### config.mk
export PLATFORM = sky130hd
export DESIGN_NAME = sar_adc_burst_control
export DESIGN_NICKNAME = d
export VERILOG_FILES = /design/src/rtl/sar_burst_pkg.sv /design/src/rtl/sample_accumulator.sv /design/src/rtl/sar_adc_burst_control.sv
export SDC_FILE = /design/constraint.sdc
export NUM_CORES = 1
export LEC_CHECK = 0
export BUFFER_PORTS_ARGS = -buffer_cell sky130_fd_sc_hd__buf_4
export CAP_MARGIN = 40
export CORE_MARGIN = 8
export CORE_UTILIZATION = 40
export DETAILED_ROUTE_END_ITERATION = 8
export PLACE_DENSITY = 0.7
export SLEW_MARGIN = 5
export SYNTH_ARGS = -nofsm -noshare
export SYNTH_HDL_FRONTEND = slang
export SYNTH_SLANG_ARGS = --single-unit
### constraint.sdc
create_clock -name sys_clk -period 2.3 [get_ports sys_clk]
set_input_delay 0.23 -clock sys_clk [delete_from_list [all_inputs] [get_ports sys_clk]]
set_output_delay 0.23 -clock sys_clk [all_outputs]
set_load 0.02 [all_outputs]
### src/rtl/sar_burst_pkg.sv
// constants, encodings and state layouts of the converter burst sequencer
// assumes an 8-bit special register bus with byte and bit writes, one clock
package sar_burst_pkg;

  // =====================================================================
  // register map
  localparam logic [7:0] CTRL_ADDR   = 8'hE8;
  localparam logic [7:0] CTRL_RESET  = 8'h00;
  localparam int         POWER_BIT   = 7;
  localparam int         BURST_BIT   = 6;
  localparam int         DONE_BIT    = 5;
  localparam int         TRIGGER_BIT = 4;
  localparam int         WINDOW_BIT  = 3;

  // =====================================================================
  // start sources
  localparam logic [2:0] SRC_SOFT   = 3'h0;
  localparam logic [2:0] SRC_TIMER0 = 3'h1;
  localparam logic [2:0] SRC_TIMER2 = 3'h2;
  localparam logic [2:0] SRC_TIMER3 = 3'h3;
  localparam logic [2:0] SRC_STROBE = 3'h4;

  // =====================================================================
  // resolution modes
  localparam logic [1:0] RES_12 = 2'h0;
  localparam logic [1:0] RES_10 = 2'h1;
  localparam logic [1:0] RES_8  = 2'h2;

  localparam logic [6:0] COUNT_ZERO = 7'h00;
  localparam logic [4:0] DELAY_ZERO = 5'h00;

  // repeat count select 0..5 gives 1,4,8,16,32,64; reserved codes act as 1
  function automatic logic [6:0] repeat_count(input logic [2:0] sel);
    case (sel)
      3'h1:    repeat_count = 7'h04;
      3'h2:    repeat_count = 7'h08;
      3'h3:    repeat_count = 7'h10;
      3'h4:    repeat_count = 7'h20;
      3'h5:    repeat_count = 7'h40;
      default: repeat_count = 7'h01;
    endcase
  endfunction : repeat_count

  typedef enum logic [1:0] {
    ST_IDLE,
    ST_POWER_UP,
    ST_CONVERT,
    ST_FINISH
  } seq_state_t;

  typedef struct packed {
    seq_state_t state;
    logic       power_enable;
    logic       burst_enable;
    logic       conversion_done_flag;
    logic       conversion_trigger_bit;
    logic       window_match_flag;
    logic [2:0] start_source_select;
    logic       strobe_prev;
    logic [4:0] delay_cnt;
    logic [6:0] conv_cnt;
    logic [6:0] target;
    logic       adc_power;
    logic       adc_start;
    logic       acc_clear;
    logic [7:0] sfr_rdata;
  } ctrl_state_t;

  typedef struct packed {
    logic [15:0] acc;
  } acc_state_t;

endpackage : sar_burst_pkg

### src/rtl/sample_accumulator.sv
// 16-bit running sum of conversion results
// assumes clear and add never matter in the same cycle; clear wins if both
`timescale 1ns/100ps
module sample_accumulator
  import sar_burst_pkg::*;
(
  input  wire logic        sys_clk,
  input  wire logic        rst_b,
  input  wire logic        clear,
  input  wire logic        add_en,
  input  wire logic [11:0] add_value,
  output logic [15:0]      acc
);

  acc_state_t r;
  acc_state_t next_r;

  always_comb begin
    next_r = r;
    if (clear) begin
      next_r.acc = 16'h0000;
    end else if (add_en) begin
      // 64 x 12-bit can wrap; software picks repeat count to fit
      next_r.acc = r.acc + {4'h0, add_value};
    end
  end

  always_ff @(posedge sys_clk or negedge rst_b) begin
    if (!rst_b) begin
      r <= '0;
    end else begin
      r <= next_r;
    end
  end

  assign acc = r.acc;

endmodule : sample_accumulator

### src/rtl/sar_adc_burst_control.sv
// sequencer for a successive-approximation converter: triggers, burst, flags
// assumes the analog core answers adc_start with one adc_done pulse and result
`timescale 1ns/100ps
module sar_adc_burst_control
  import sar_burst_pkg::*;
(
  input  wire logic        sys_clk,
  input  wire logic        rst_b,
  // special register bus
  input  wire logic [7:0]  sfr_addr,
  input  wire logic [7:0]  sfr_wdata,
  input  wire logic        sfr_wr,
  input  wire logic        sfr_rd,
  input  wire logic [7:0]  bit_addr,
  input  wire logic        bit_wdata,
  input  wire logic        bit_wr,
  output logic [7:0]       sfr_rdata,
  // configuration from neighbouring registers
  input  wire logic [1:0]  resolution_mode,
  input  wire logic [2:0]  repeat_select,
  input  wire logic [4:0]  power_up_delay,
  input  wire logic [15:0] window_upper,
  input  wire logic [15:0] window_lower,
  // start sources
  input  wire logic        timer0_overflow,
  input  wire logic        timer2_overflow,
  input  wire logic        timer3_overflow,
  input  wire logic        external_convert_strobe,
  // analog core
  input  wire logic        adc_done,
  input  wire logic [11:0] adc_result,
  output logic             adc_power,
  output logic             adc_start,
  // status
  output logic [15:0]      accumulator,
  output logic             conversion_done_flag,
  output logic             window_match_flag
);

  ctrl_state_t r;
  ctrl_state_t next_r;
  logic [7:0]  ctrl_byte;
  logic [7:0]  wr_mask;
  logic [7:0]  wr_value;
  logic        start_event;
  logic        soft_start;
  logic        acc_add;
  logic [11:0] scaled_result;
  logic [6:0]  cnt_inc;

  assign ctrl_byte = {r.power_enable, r.burst_enable, r.conversion_done_flag,
                      r.conversion_trigger_bit, r.window_match_flag,
                      r.start_source_select};

  // =====================================================================
  // byte and bit writes merged into one mask
  always_comb begin
    wr_mask  = 8'h00;
    wr_value = 8'h00;
    if (sfr_wr && sfr_addr == CTRL_ADDR) begin
      wr_mask  = 8'hFF;
      wr_value = sfr_wdata;
    end else if (bit_wr && bit_addr[7:3] == CTRL_ADDR[7:3]) begin
      wr_mask  = 8'h01 << bit_addr[2:0];
      wr_value = {8{bit_wdata}} & wr_mask;
    end
  end

  assign soft_start = wr_mask[TRIGGER_BIT] && wr_value[TRIGGER_BIT];

  // =====================================================================
  // start source selection
  always_comb begin
    // timers pulse for one cycle; the strobe is a level, its edge is taken here
    case (r.start_source_select)
      SRC_SOFT:   start_event = soft_start;
      SRC_TIMER0: start_event = timer0_overflow;
      SRC_TIMER2: start_event = timer2_overflow;
      SRC_TIMER3: start_event = timer3_overflow;
      SRC_STROBE: start_event = external_convert_strobe && !r.strobe_prev;
      default:    start_event = 1'b0;
    endcase
  end

  // right-justify to the chosen resolution
  always_comb begin
    case (resolution_mode)
      RES_10:  scaled_result = {2'h0, adc_result[11:2]};
      RES_8:   scaled_result = {4'h0, adc_result[11:4]};
      default: scaled_result = adc_result;
    endcase
  end

  assign acc_add = (r.state == ST_CONVERT) && adc_done;
  assign cnt_inc = r.conv_cnt + 7'h01;

  // =====================================================================
  // sequencer
  always_comb begin
    next_r             = r;
    next_r.strobe_prev = external_convert_strobe;
    next_r.adc_start   = 1'b0;
    next_r.acc_clear   = 1'b0;
    next_r.sfr_rdata   = (sfr_rd && sfr_addr == CTRL_ADDR) ? ctrl_byte : 8'h00;

    // software side of the register; trigger bit belongs to the sequencer
    next_r.power_enable = wr_mask[POWER_BIT] ? wr_value[POWER_BIT] : r.power_enable;
    next_r.burst_enable = wr_mask[BURST_BIT] ? wr_value[BURST_BIT] : r.burst_enable;
    if (wr_mask[DONE_BIT]) begin
      next_r.conversion_done_flag = wr_value[DONE_BIT];
    end
    if (wr_mask[WINDOW_BIT]) begin
      next_r.window_match_flag = wr_value[WINDOW_BIT];
    end
    if (wr_mask[2:0] == 3'h7) begin
      next_r.start_source_select = wr_value[2:0];
    end

    case (r.state)
      ST_IDLE: begin
        // idle power state is the enable bit in both modes, so a switch
        // from single to burst with enable clear still shuts down
        next_r.adc_power = r.power_enable;
        // single mode refuses starts while the converter is disabled
        if (start_event && (r.burst_enable || r.power_enable)) begin
          next_r.conversion_trigger_bit = 1'b1;
          // power stays up for the whole sequence
          next_r.adc_power = 1'b1;
          if (r.burst_enable || r.conv_cnt == COUNT_ZERO) begin
            next_r.conv_cnt  = COUNT_ZERO;
            next_r.acc_clear = 1'b1;
            next_r.target    = repeat_count(repeat_select);
          end
          if (r.adc_power) begin
            next_r.adc_start = 1'b1;
            next_r.state     = ST_CONVERT;
          end else begin
            next_r.adc_power = 1'b1;
            next_r.delay_cnt = power_up_delay;
            next_r.state     = ST_POWER_UP;
          end
        end
      end
      ST_POWER_UP: begin
        // count down to zero, then launch the first conversion
        if (r.delay_cnt == DELAY_ZERO) begin
          next_r.adc_start = 1'b1;
          next_r.state     = ST_CONVERT;
        end else begin
          next_r.delay_cnt = r.delay_cnt - 5'h01;
        end
      end
      ST_CONVERT: begin
        if (adc_done) begin
          next_r.conv_cnt = cnt_inc;
          if (cnt_inc >= r.target) begin
            next_r.state = ST_FINISH;
          end else if (r.burst_enable) begin
            // burst keeps going without a new start, no idle cycle between;
            // limitation: paced by sys_clk, not by a private fast clock
            next_r.adc_start = 1'b1;
          end else begin
            // single mode waits for the next start event
            next_r.conversion_trigger_bit = 1'b0;
            next_r.state                  = ST_IDLE;
          end
        end
      end
      ST_FINISH: begin
        // accumulator already holds the final sum in this cycle
        next_r.conversion_done_flag = 1'b1;
        if (accumulator >= window_lower && accumulator <= window_upper) begin
          next_r.window_match_flag = 1'b1;
        end
        next_r.conv_cnt               = COUNT_ZERO;
        next_r.conversion_trigger_bit = 1'b0;
        if (r.burst_enable && !r.power_enable) begin
          next_r.adc_power = 1'b0;
        end
        next_r.state = ST_IDLE;
      end
      default: begin
        next_r.state = ST_IDLE;
      end
    endcase
  end

  // =====================================================================
  // state register
  // register fields reset from one constant so the reset byte stays in one place
  always_ff @(posedge sys_clk or negedge rst_b) begin
    if (!rst_b) begin
      r                        <= '0;
      r.state                  <= ST_IDLE;
      r.power_enable           <= CTRL_RESET[POWER_BIT];
      r.burst_enable           <= CTRL_RESET[BURST_BIT];
      r.conversion_done_flag   <= CTRL_RESET[DONE_BIT];
      r.conversion_trigger_bit <= CTRL_RESET[TRIGGER_BIT];
      r.window_match_flag      <= CTRL_RESET[WINDOW_BIT];
      r.start_source_select    <= CTRL_RESET[2:0];
    end else begin
      r <= next_r;
    end
  end

  // =====================================================================
  // result sum
  sample_accumulator u_acc (
    .sys_clk   (sys_clk),
    .rst_b     (rst_b),
    .clear     (r.acc_clear),
    .add_en    (acc_add),
    .add_value (scaled_result),
    .acc       (accumulator)
  );

  // =====================================================================
  // outputs, all straight from flip-flops
  assign sfr_rdata            = r.sfr_rdata;
  assign adc_power            = r.adc_power;
  assign adc_start            = r.adc_start;
  assign conversion_done_flag = r.conversion_done_flag;
  assign window_match_flag    = r.window_match_flag;

endmodule : sar_adc_burst_control

==> results.md, run 1 <==
* Status: finished with violations
* Failing checks: setup timing
* DRT iter0 DRCs at ~220
* Most common cell in the synthesized netlist: inv_1
* WL final at ~13 mm
* Post-synth ARST share at 100%
* Clock buffer depth at 2
* Initial antenna violation count at 0
* Worst path slowest cell: or3_1
* Cells after Synth at 510
* Synth unique cells at 69
* Filler Cell Count at 1,006
* Number of clock sinks at 56
* Final Non-Filler Cells at between 800 and 900
* DIE AREA at about 15,000 um2
* FP Rows at 38
* Fin worst setup slack at -0.0257 ns
* Final period util at 101%
* # IOs at roughly 120
* Pre-antenna DRT Iters at 4
* Ys flop type: dfrtp_1
* Max Cap Violations at 0
* Vias in the first global route at roughly 4,400
* Largest net degree at the start of global routing at 57
* Slew Limit Fails at 0
* Worst-margin pin slew at 0.777 ns
* Initial Utilization at 41.1%
* Synth Warn # at 0
* Crit Path Category: input pin to register
* Tot GR Track Use at 16.9%
* Vias at 4,313
* Synth Register Bits at 56
* WP data required at 2.55 ns
* Leading area contributor after synthesis: dfrtp_1
* RSZ-0062 raised after global routing: true
* Synth top area cells: dfrtp_1 31%, ha_1 15%, inv_1 4.8%, nand2_1 4.1%, o21ai_0 3.0%
* FF/Latch Area at 1400 um2
* Clock-pin slew on the worst setup and hold paths at between 0.1 and 0.15 ns
* Vias/cell at 5.37
* Post-DP HPWL at 10.3 mm
* Placed cell count at around 790
* Root buf cell: clkbuf_8
* Final hold violation count at 0
* Final RePlAce weighted congestion at 0.920
* Area of the multi-input gates at 2900 um2
* DRC at 0
* Worst Path Buf+Inv at 3
* Critical Path, Cell by Cell: buf_12 -> inv_8 -> ha_4 -> nand2_2 -> o21ai_2 -> ha_2 -> inv_2 -> fa_2 -> nor2b_4 -> o31ai_4 -> a211oi_2 -> a311oi_2 -> or3_1 -> a21oi_2
* Detail Route Antenna Nets at 0
* First-pass GRT wire length at around 21 mm
* Max FO, Critical Path at 6
* Finish-stage setup viols at 2
* Nets at about 810
* Mapped Avg Cell Area at 8.75 um2
* Setup Skew at 0.00909 ns
* Fin util at a little under three fifths
* Share of cells above drive strength 1 at ~33%
* DIE HEIGHT at 122 um
* Post-synth net total at roughly 660
* Cell Area, Placed at 5750 um2
* GRT overflow at 0
* Post-synthesis sequential area ratio at 31.4%
* P per Cell Area at roughly 710 nW/um2
* H-tree depth at 2
* Synthesized area at 4460 um2
* CORE AREA at 10,800 um2
* Ant. Diodes at 0
* P&R area growth vs syn at 36.2%
* Element type at the critical path end: register
* Clk_lat worst skew at 0.33 ns
* Rel. slew slack at 48.2%
* Die X at between 100 and 150 um
* Min-Delay Path Class: input pin to register
* Worst vdd ir at about 330 uV
* Final instance area at 6080 um2
* R2R setup slack at 0.03 ns
* Setup crit start kind: input pin
* CTS Buf Count at 5
* WP data arrival at 2.58 ns
* Cell family with most CP delay: adder cells
* Post-synth top cells: 57 x inv_1, 56 x dfrtp_1, 55 x ha_1
* Fmax at 430 MHz
* DR WL/cell at approximately 16 um
* Min cycle time layout at approximately 2.3 ns
* Slowest stage delay, CP at 0.39 ns
* Top cell type's share of synthesized area at 31.4%
* CTS tree: done
* I/O Buffers at 116
* Lkg Pwr at 3.07 nW
* EDFF count, synth at 0
[power by group]
part           switching [W]  internal (W)
Combinational        0.00116       0.00117
Sequential          0.000233       0.00117
Clock               0.000354      0.000223
[through the flow]
| step | setup TNS [ns] | total power, W | hold WS (ns) | setup slack (ns) |
|---|---|---|---|---|
| 2_1_floorplan | -1.14 | 0.00264 | -0.0656 | -0.305 |
| 3_3_place_gp | -3.07 | 0.00352 | 0.330 | -0.494 |
| 3_5_place_dp | -3.79 | 0.00359 | 0.336 | -0.532 |
| 4_1_cts | 0 | 0.00425 | 0.0969 | 0.00238 |
| 5_1_grt | -0.418 | 0.00463 | 0.107 | -0.123 |
| 6_report | -0.0472 | 0.00431 | 0.108 | -0.0257 |
[layout by cell type (no fill, tap or decap), types with 9 or more instances in the layout]
| cell type | instances |
|---|---|
| buf_4 | 160 |
| nand4_1 | 9 |
| nor3_1 | 10 |
| dfrtp_1 | 54 |
| nand3_1 | 15 |
| ha_1 | 49 |
| o21ai_1 | 9 |
| nor2_1 | 23 |
| and2_1 | 11 |
| inv_1 | 54 |
| a21oi_1 | 22 |
| nand2_1 | 48 |
| o21ai_0 | 18 |
[cell type report]
| class | instances | share of cell area (%) |
|---|---|---|
| Inverter | 57 | 3.69 |
| Sequential cell | 56 | 23.1 |
| Tap cell | 140 | 2.88 |
| Clock buffer | 5 | 1.13 |
| Clock inverter | 3 | 0.412 |
| Timing Repair Buffer | 167 | 21.1 |
| Multi-Input combinational cell | 375 | 47.7 |
[cell families (layout without fill, tap and decap cells)]
group,count (synthesis),count (layout),share of synthesized area [%]
adder cells (fa/ha/maj),56,56,15.9
AO/OA/AOI/OAI,136,136,21.3
flip-flops,56,56,31.4
buffers and inverters,79,232,7.38
AND/OR/NAND/NOR,162,162,19.3
multiplexers,13,13,3.23
XOR/XNOR,8,8,1.57
[flip-flops by register name, indices dropped and copies added (netlist names)]
| register | flops |
|---|---|
| conversion_done_flag | 1 |
| window_match_flag | 1 |
| ctrl_byte | 6 |
| sfr_rdata | 8 |
| u_acc.acc | 16 |
| adc_power | 1 |
| adc_start | 1 |
| r | 22 |
[what timing repair did]
item                                   4_1_cts  5_1_grt
hold buffers                                 2        0
setup endpoints to repair                    7       12
endpoints found under the hold margin       57        0
pin swaps                                   15       24
gates cloned                                 0        1
buffers inserted                             4        1
gates resized for setup                     20       27
[path summary, 6_finish.rpt]
| path | start | end | cells after the start |
|---|---|---|---|
| min in group asynchronous | rst_b | sfr_rdata[5] | 2 |
| max | resolution_mode[0] | u_acc.acc[12] | 14 |
| max reg2reg | u_acc.acc[1] | u_acc.acc[12] | 9 |
| min | repeat_select[0] | r[16] | 2 |
| min reg2reg | r[13] | r[13] | 2 |
| max in group asynchronous | rst_b | ctrl_byte[0] | 2 |
[layer usage]
metal | wire length, um | GRT usage [%]
met5 | 0 | 0
met4 | 159 | 5.01
met3 | 801 | 3.47
met2 | 6190 | 29.3
met1 | 5710 | 20.8
Note: power is estimated with default switching activity, not from simulation.
==> run 2: changes to the inputs <==
--- a/config.mk
+++ b/config.mk
@@ -5,12 +5,13 @@
 export SDC_FILE = /design/constraint.sdc
 export NUM_CORES = 1
 export LEC_CHECK = 0
+export ABC_AREA = 1
 export BUFFER_PORTS_ARGS = -buffer_cell sky130_fd_sc_hd__buf_4
 export CAP_MARGIN = 40
 export CORE_MARGIN = 8
 export CORE_UTILIZATION = 40
 export DETAILED_ROUTE_END_ITERATION = 8
-export PLACE_DENSITY = 0.7
+export PLACE_DENSITY = 0.69
 export SLEW_MARGIN = 5
 export SYNTH_ARGS = -nofsm -noshare
 export SYNTH_HDL_FRONTEND = slang
==> run 2 against run 1 <==
Compared with the run above:
- the flow finishes with violations (hold timing, setup timing)
- clock skew shrank 0.0047 ns
- clock power grew 38%
- wire length grew 6.4%
- via count grew 13%
- sequential share of layout area shrank 0.83 points
- sequential cell count is the same
- critical endpoint is now ctrl_byte[4]
==> results.md, run 2 <==
* Status: finished with violations
* Failing checks: hold timing, setup timing
* RR Endpoint: ctrl_byte[4]
* Final period util at 104% (+2.6 points)
* Crit Path Category: register to register
* WL final at 13.7 mm (+6.4%)
* Leading area contributor after synthesis: dfrtp_1
* Min cycle time layout at 2.38 ns (+0.0591 ns)
* DRT iter0 DRCs at 324 (+48%)
* Final RePlAce weighted congestion at 0.919 (-0.15%)
* Largest net degree at the start of global routing at 57 (unchanged)
* Tot GR Track Use at 16.6% (-0.32 points)
* Nets at 957 (+19%)
* Synth Warn # at 0 (unchanged)
* Number of flip-flops in the largest register at 22 (unchanged)
* R2R setup slack at -0.08 ns (-0.11 ns)
* Worst vdd ir at 690 uV (+110%)
* P&R area growth vs syn at 32.9%
* Cell family with most CP delay: simple AND/OR/NAND/NOR gates
* Worst hold slack at -0.0380 ns (-0.146 ns)
* Final hold violation count at 52 (+52)
* Top cell type's share of synthesized area at 29.6% (-1.8 points)
* Post-synth net total at 810 (+24%)
* Post-DP HPWL at 11.0 mm (+7.1%)
* Most common cell in the synthesized netlist: nand2_1
* CTS Buf Count at 5 (unchanged)
* Synth unique cells at 40 (-42%)
* Most frequent cells in the layout: 155 x nand2_1, 150 x buf_4, 110 x inv_1
* Clk_lat worst skew at 0.30 ns (-0.03 ns)
* FF-to-FF path depth at 16 (+7)
* Slew Limit Fails at 0 (unchanged)
* Number of clock sinks at 56 (unchanged)
* DIE HEIGHT at 125 um (+2.7%)
* P per Cell Area at 838 nW/um2 (+18%)
* Internal power at 0.00286 W (+12%)
* Vias at 4,860 (+13%)
* Combinational Power Share at 56.5% (+2.5 points)
* Lkg Pwr at 3.50 nW (+14%)
* Cells after Synth at 665 (+30%)
* Min-Delay Path Class: input pin to async pin
* GRT overflow at 0 (unchanged)
* Root buf cell: clkbuf_16
* Setup Skew at 0.00436 ns (-0.00473 ns)
* Ys flop type: dfrtp_1
* Total net switching power at 0.00241 W (+38%)
* Post-synth ARST share at 100% (unchanged)
* Sequential power share at 28.4% (-4.2 points)
* Worst r2r src: r[18]
* CORE AREA at 11,500 um2 (+5.8%)
* Worst Path Buf+Inv at 2 (-1)
* I/O Buffers at 116 (unchanged)
* Post-synth top cells: 165 x nand2_1, 115 x inv_1, 56 x dfrtp_1
* Max Cap Violations at 0 (unchanged)
* Worst path slowest cell: dfrtp_1
* FP Rows at 39 (+2.6%)
* Max FO, Critical Path at 3 (-3)
* Slowest stage delay, CP at 0.41 ns (+0.02 ns)
* Most common cell after layout, fill and taps aside: nand2_1
* Finish-stage setup viols at 3 (+1)
* Fmax at 419 MHz (-2.5%)
* Clock-pin slew on the worst setup and hold paths at 0.07 ns (-0.04 ns)
* Ant. Diodes at 0 (unchanged)
* Synth top area cells: dfrtp_1 30%, ha_1 15%, nand2_1 13%, inv_1 9.1%, a21oi_1 4.4%
* Vias/cell at 5.08 (-5.4%)
* # IOs at 117 (unchanged)
* Setup crit start kind: register
* Initial antenna violation count at 0 (unchanged)
* Pre-CTS setup slack at -0.283 ns (+0.249 ns)
* Pre-antenna DRT Iters at 5 (+1)
* Clock power frac at 15.1% (+1.7 points)
* Most common cell on crit path: nand2_2
* DRC at 0 (unchanged)
* EDFF count, synth at 0 (unchanged)
* WP data required at 2.48 ns (-0.07 ns)
* Element type at the critical path end: register
* Share of cells above drive strength 1 at 27.1% (-6.3 points)
* Post-synthesis sequential area ratio at 29.6% (-1.8 points)
* DR WL/cell at 14.3 um (-11%)
* Vias in the first global route at 4,828 (+9.2%)
* Fin worst setup slack at -0.0848 ns (-0.0591 ns)
* Switching Fraction at 45.8% (+5.2 points)
* Synth Register Bits at 56 (unchanged)
* CTS tree: done
* WP data arrival at 2.56 ns (-0.02 ns)
* DIE AREA at 15,600 um2 (+5.4%)
* Largest Register: r
* # hold bufs at CTS at 0 (-2)
* Clock buffer depth at 2 (unchanged)
* Detail Route Antenna Nets at 0 (unchanged)
* First-pass GRT wire length at 22.2 mm (+6.7%)
* Die X at 125 um (+2.7%)
* RSZ-0062 raised after global routing: true
* Worst-margin pin slew at 0.707 ns (-0.0701 ns)
* Rel. slew slack at 52.9% (+4.7 points)
* H-tree depth at 2 (unchanged)
* Mapped Avg Cell Area at 7.12 um2 (-19%)
* Critical Path, Cell by Cell: ha_4 -> nand2_2 -> inv_2 -> nand4_1 -> xor2_1 -> inv_1 -> ha_4 -> a21oi_2 -> o21a_1 -> nand3_2 -> nand2_2 -> nand2_2 -> nor2_2 -> nand2_1 -> nand2_1 -> o21ai_1
* Synthesized area at 4740 um2 (+6.2%)
* Initial Utilization at 41.3% (+0.16 points)
-- run 2: cell count changes after synthesis, sizes merged, moves of 11 or more --
| cell | previous run | this run |
|---|---|---|
| inv | 57 | 118 |
| nand3 | 15 | 37 |
| and2 | 11 | 0 |
| nor2 | 23 | 56 |
| nand4 | 9 | 21 |
| a21oi | 25 | 42 |
| nand2 | 49 | 172 |
-- run 2: final cells by class --
class	instances	area (um2)
Tap cell	143	179
Multi-Input combinational cell	477	2970
Clock inverter	3	22.5
Timing Repair Buffer	151	1140
Fill cell	1093	5170
Inverter	121	455
Clock buffer	5	125
Sequential cell	56	1400
-- run 2: through the flow --
stage	util [%]	instance area [um2]	total power, W	cells	TNS [ns]
6_report	54.9	6290	0.00527	956	-0.139
2_1_floorplan	-	4750	0.00325	665	-0.103
3_3_place_gp	51.6	5910	0.00425	939	-1.31
4_1_cts	53.3	6110	0.00514	950	0
3_5_place_dp	51.6	5910	0.00433	939	-2.46
5_1_grt	54.9	6290	0.00575	956	-0.878
-- run 2: cells by family (layout without fill, tap and decap cells) --
group / count (synthesis) / in the layout / share of synthesized area (%)
AND/OR/NAND/NOR: 304 / 304 / 29.3
buffers and inverters: 132 / 280 / 11.4
AO/OA/AOI/OAI: 112 / 112 / 13.8
adder cells (fa/ha/maj): 56 / 56 / 14.9
flip-flops: 56 / 56 / 29.6
XOR/XNOR: 5 / 5 / 0.924
-- run 2: how the worst max path moves through the flow --
stage                       start            end  cells past startpoint
6_report                    r[18]   ctrl_byte[4]                     16
5_1_grt                     r[18]   ctrl_byte[4]                     16
4_1_cts                     r[18]   ctrl_byte[4]                     16
3_5_place_dp   resolution_mode[0]  u_acc.acc[14]                     17
3_3_place_gp   resolution_mode[0]  u_acc.acc[13]                     17
2_1_floorplan  resolution_mode[0]  u_acc.acc[14]                     16
-- run 2: routing by layer --
| metal | wire length (um) | GRT usage [%] | up-vias |
|---|---|---|---|
| met5 | 0 | 0 | - |
| met4 | 135 | 3.22 | 0 |
| met3 | 671 | 3.57 | 15 |
| met2 | 7070 | 30.2 | 130 |
| met1 | 5810 | 19.7 | 2248 |
| li1 | - | - | 2467 |
-- run 2: power groups by stage --
stage	registers (W)	logic, W	clock network [W]
floorplan	0.00159	0.00166	0
global placement	0.00151	0.00274	0
detailed placement	0.00152	0.00281	0
CTS	0.00150	0.00283	0.000814
global route	0.00154	0.00336	0.000853
finish	0.00150	0.00298	0.000795
-- run 2: repair_timing --
action	4_1_cts	5_1_grt
setup buffers	3	6
pin swaps	1	18
setup endpoints to repair	3	12
hold endpoints to repair	0	0
resized for setup	4	37
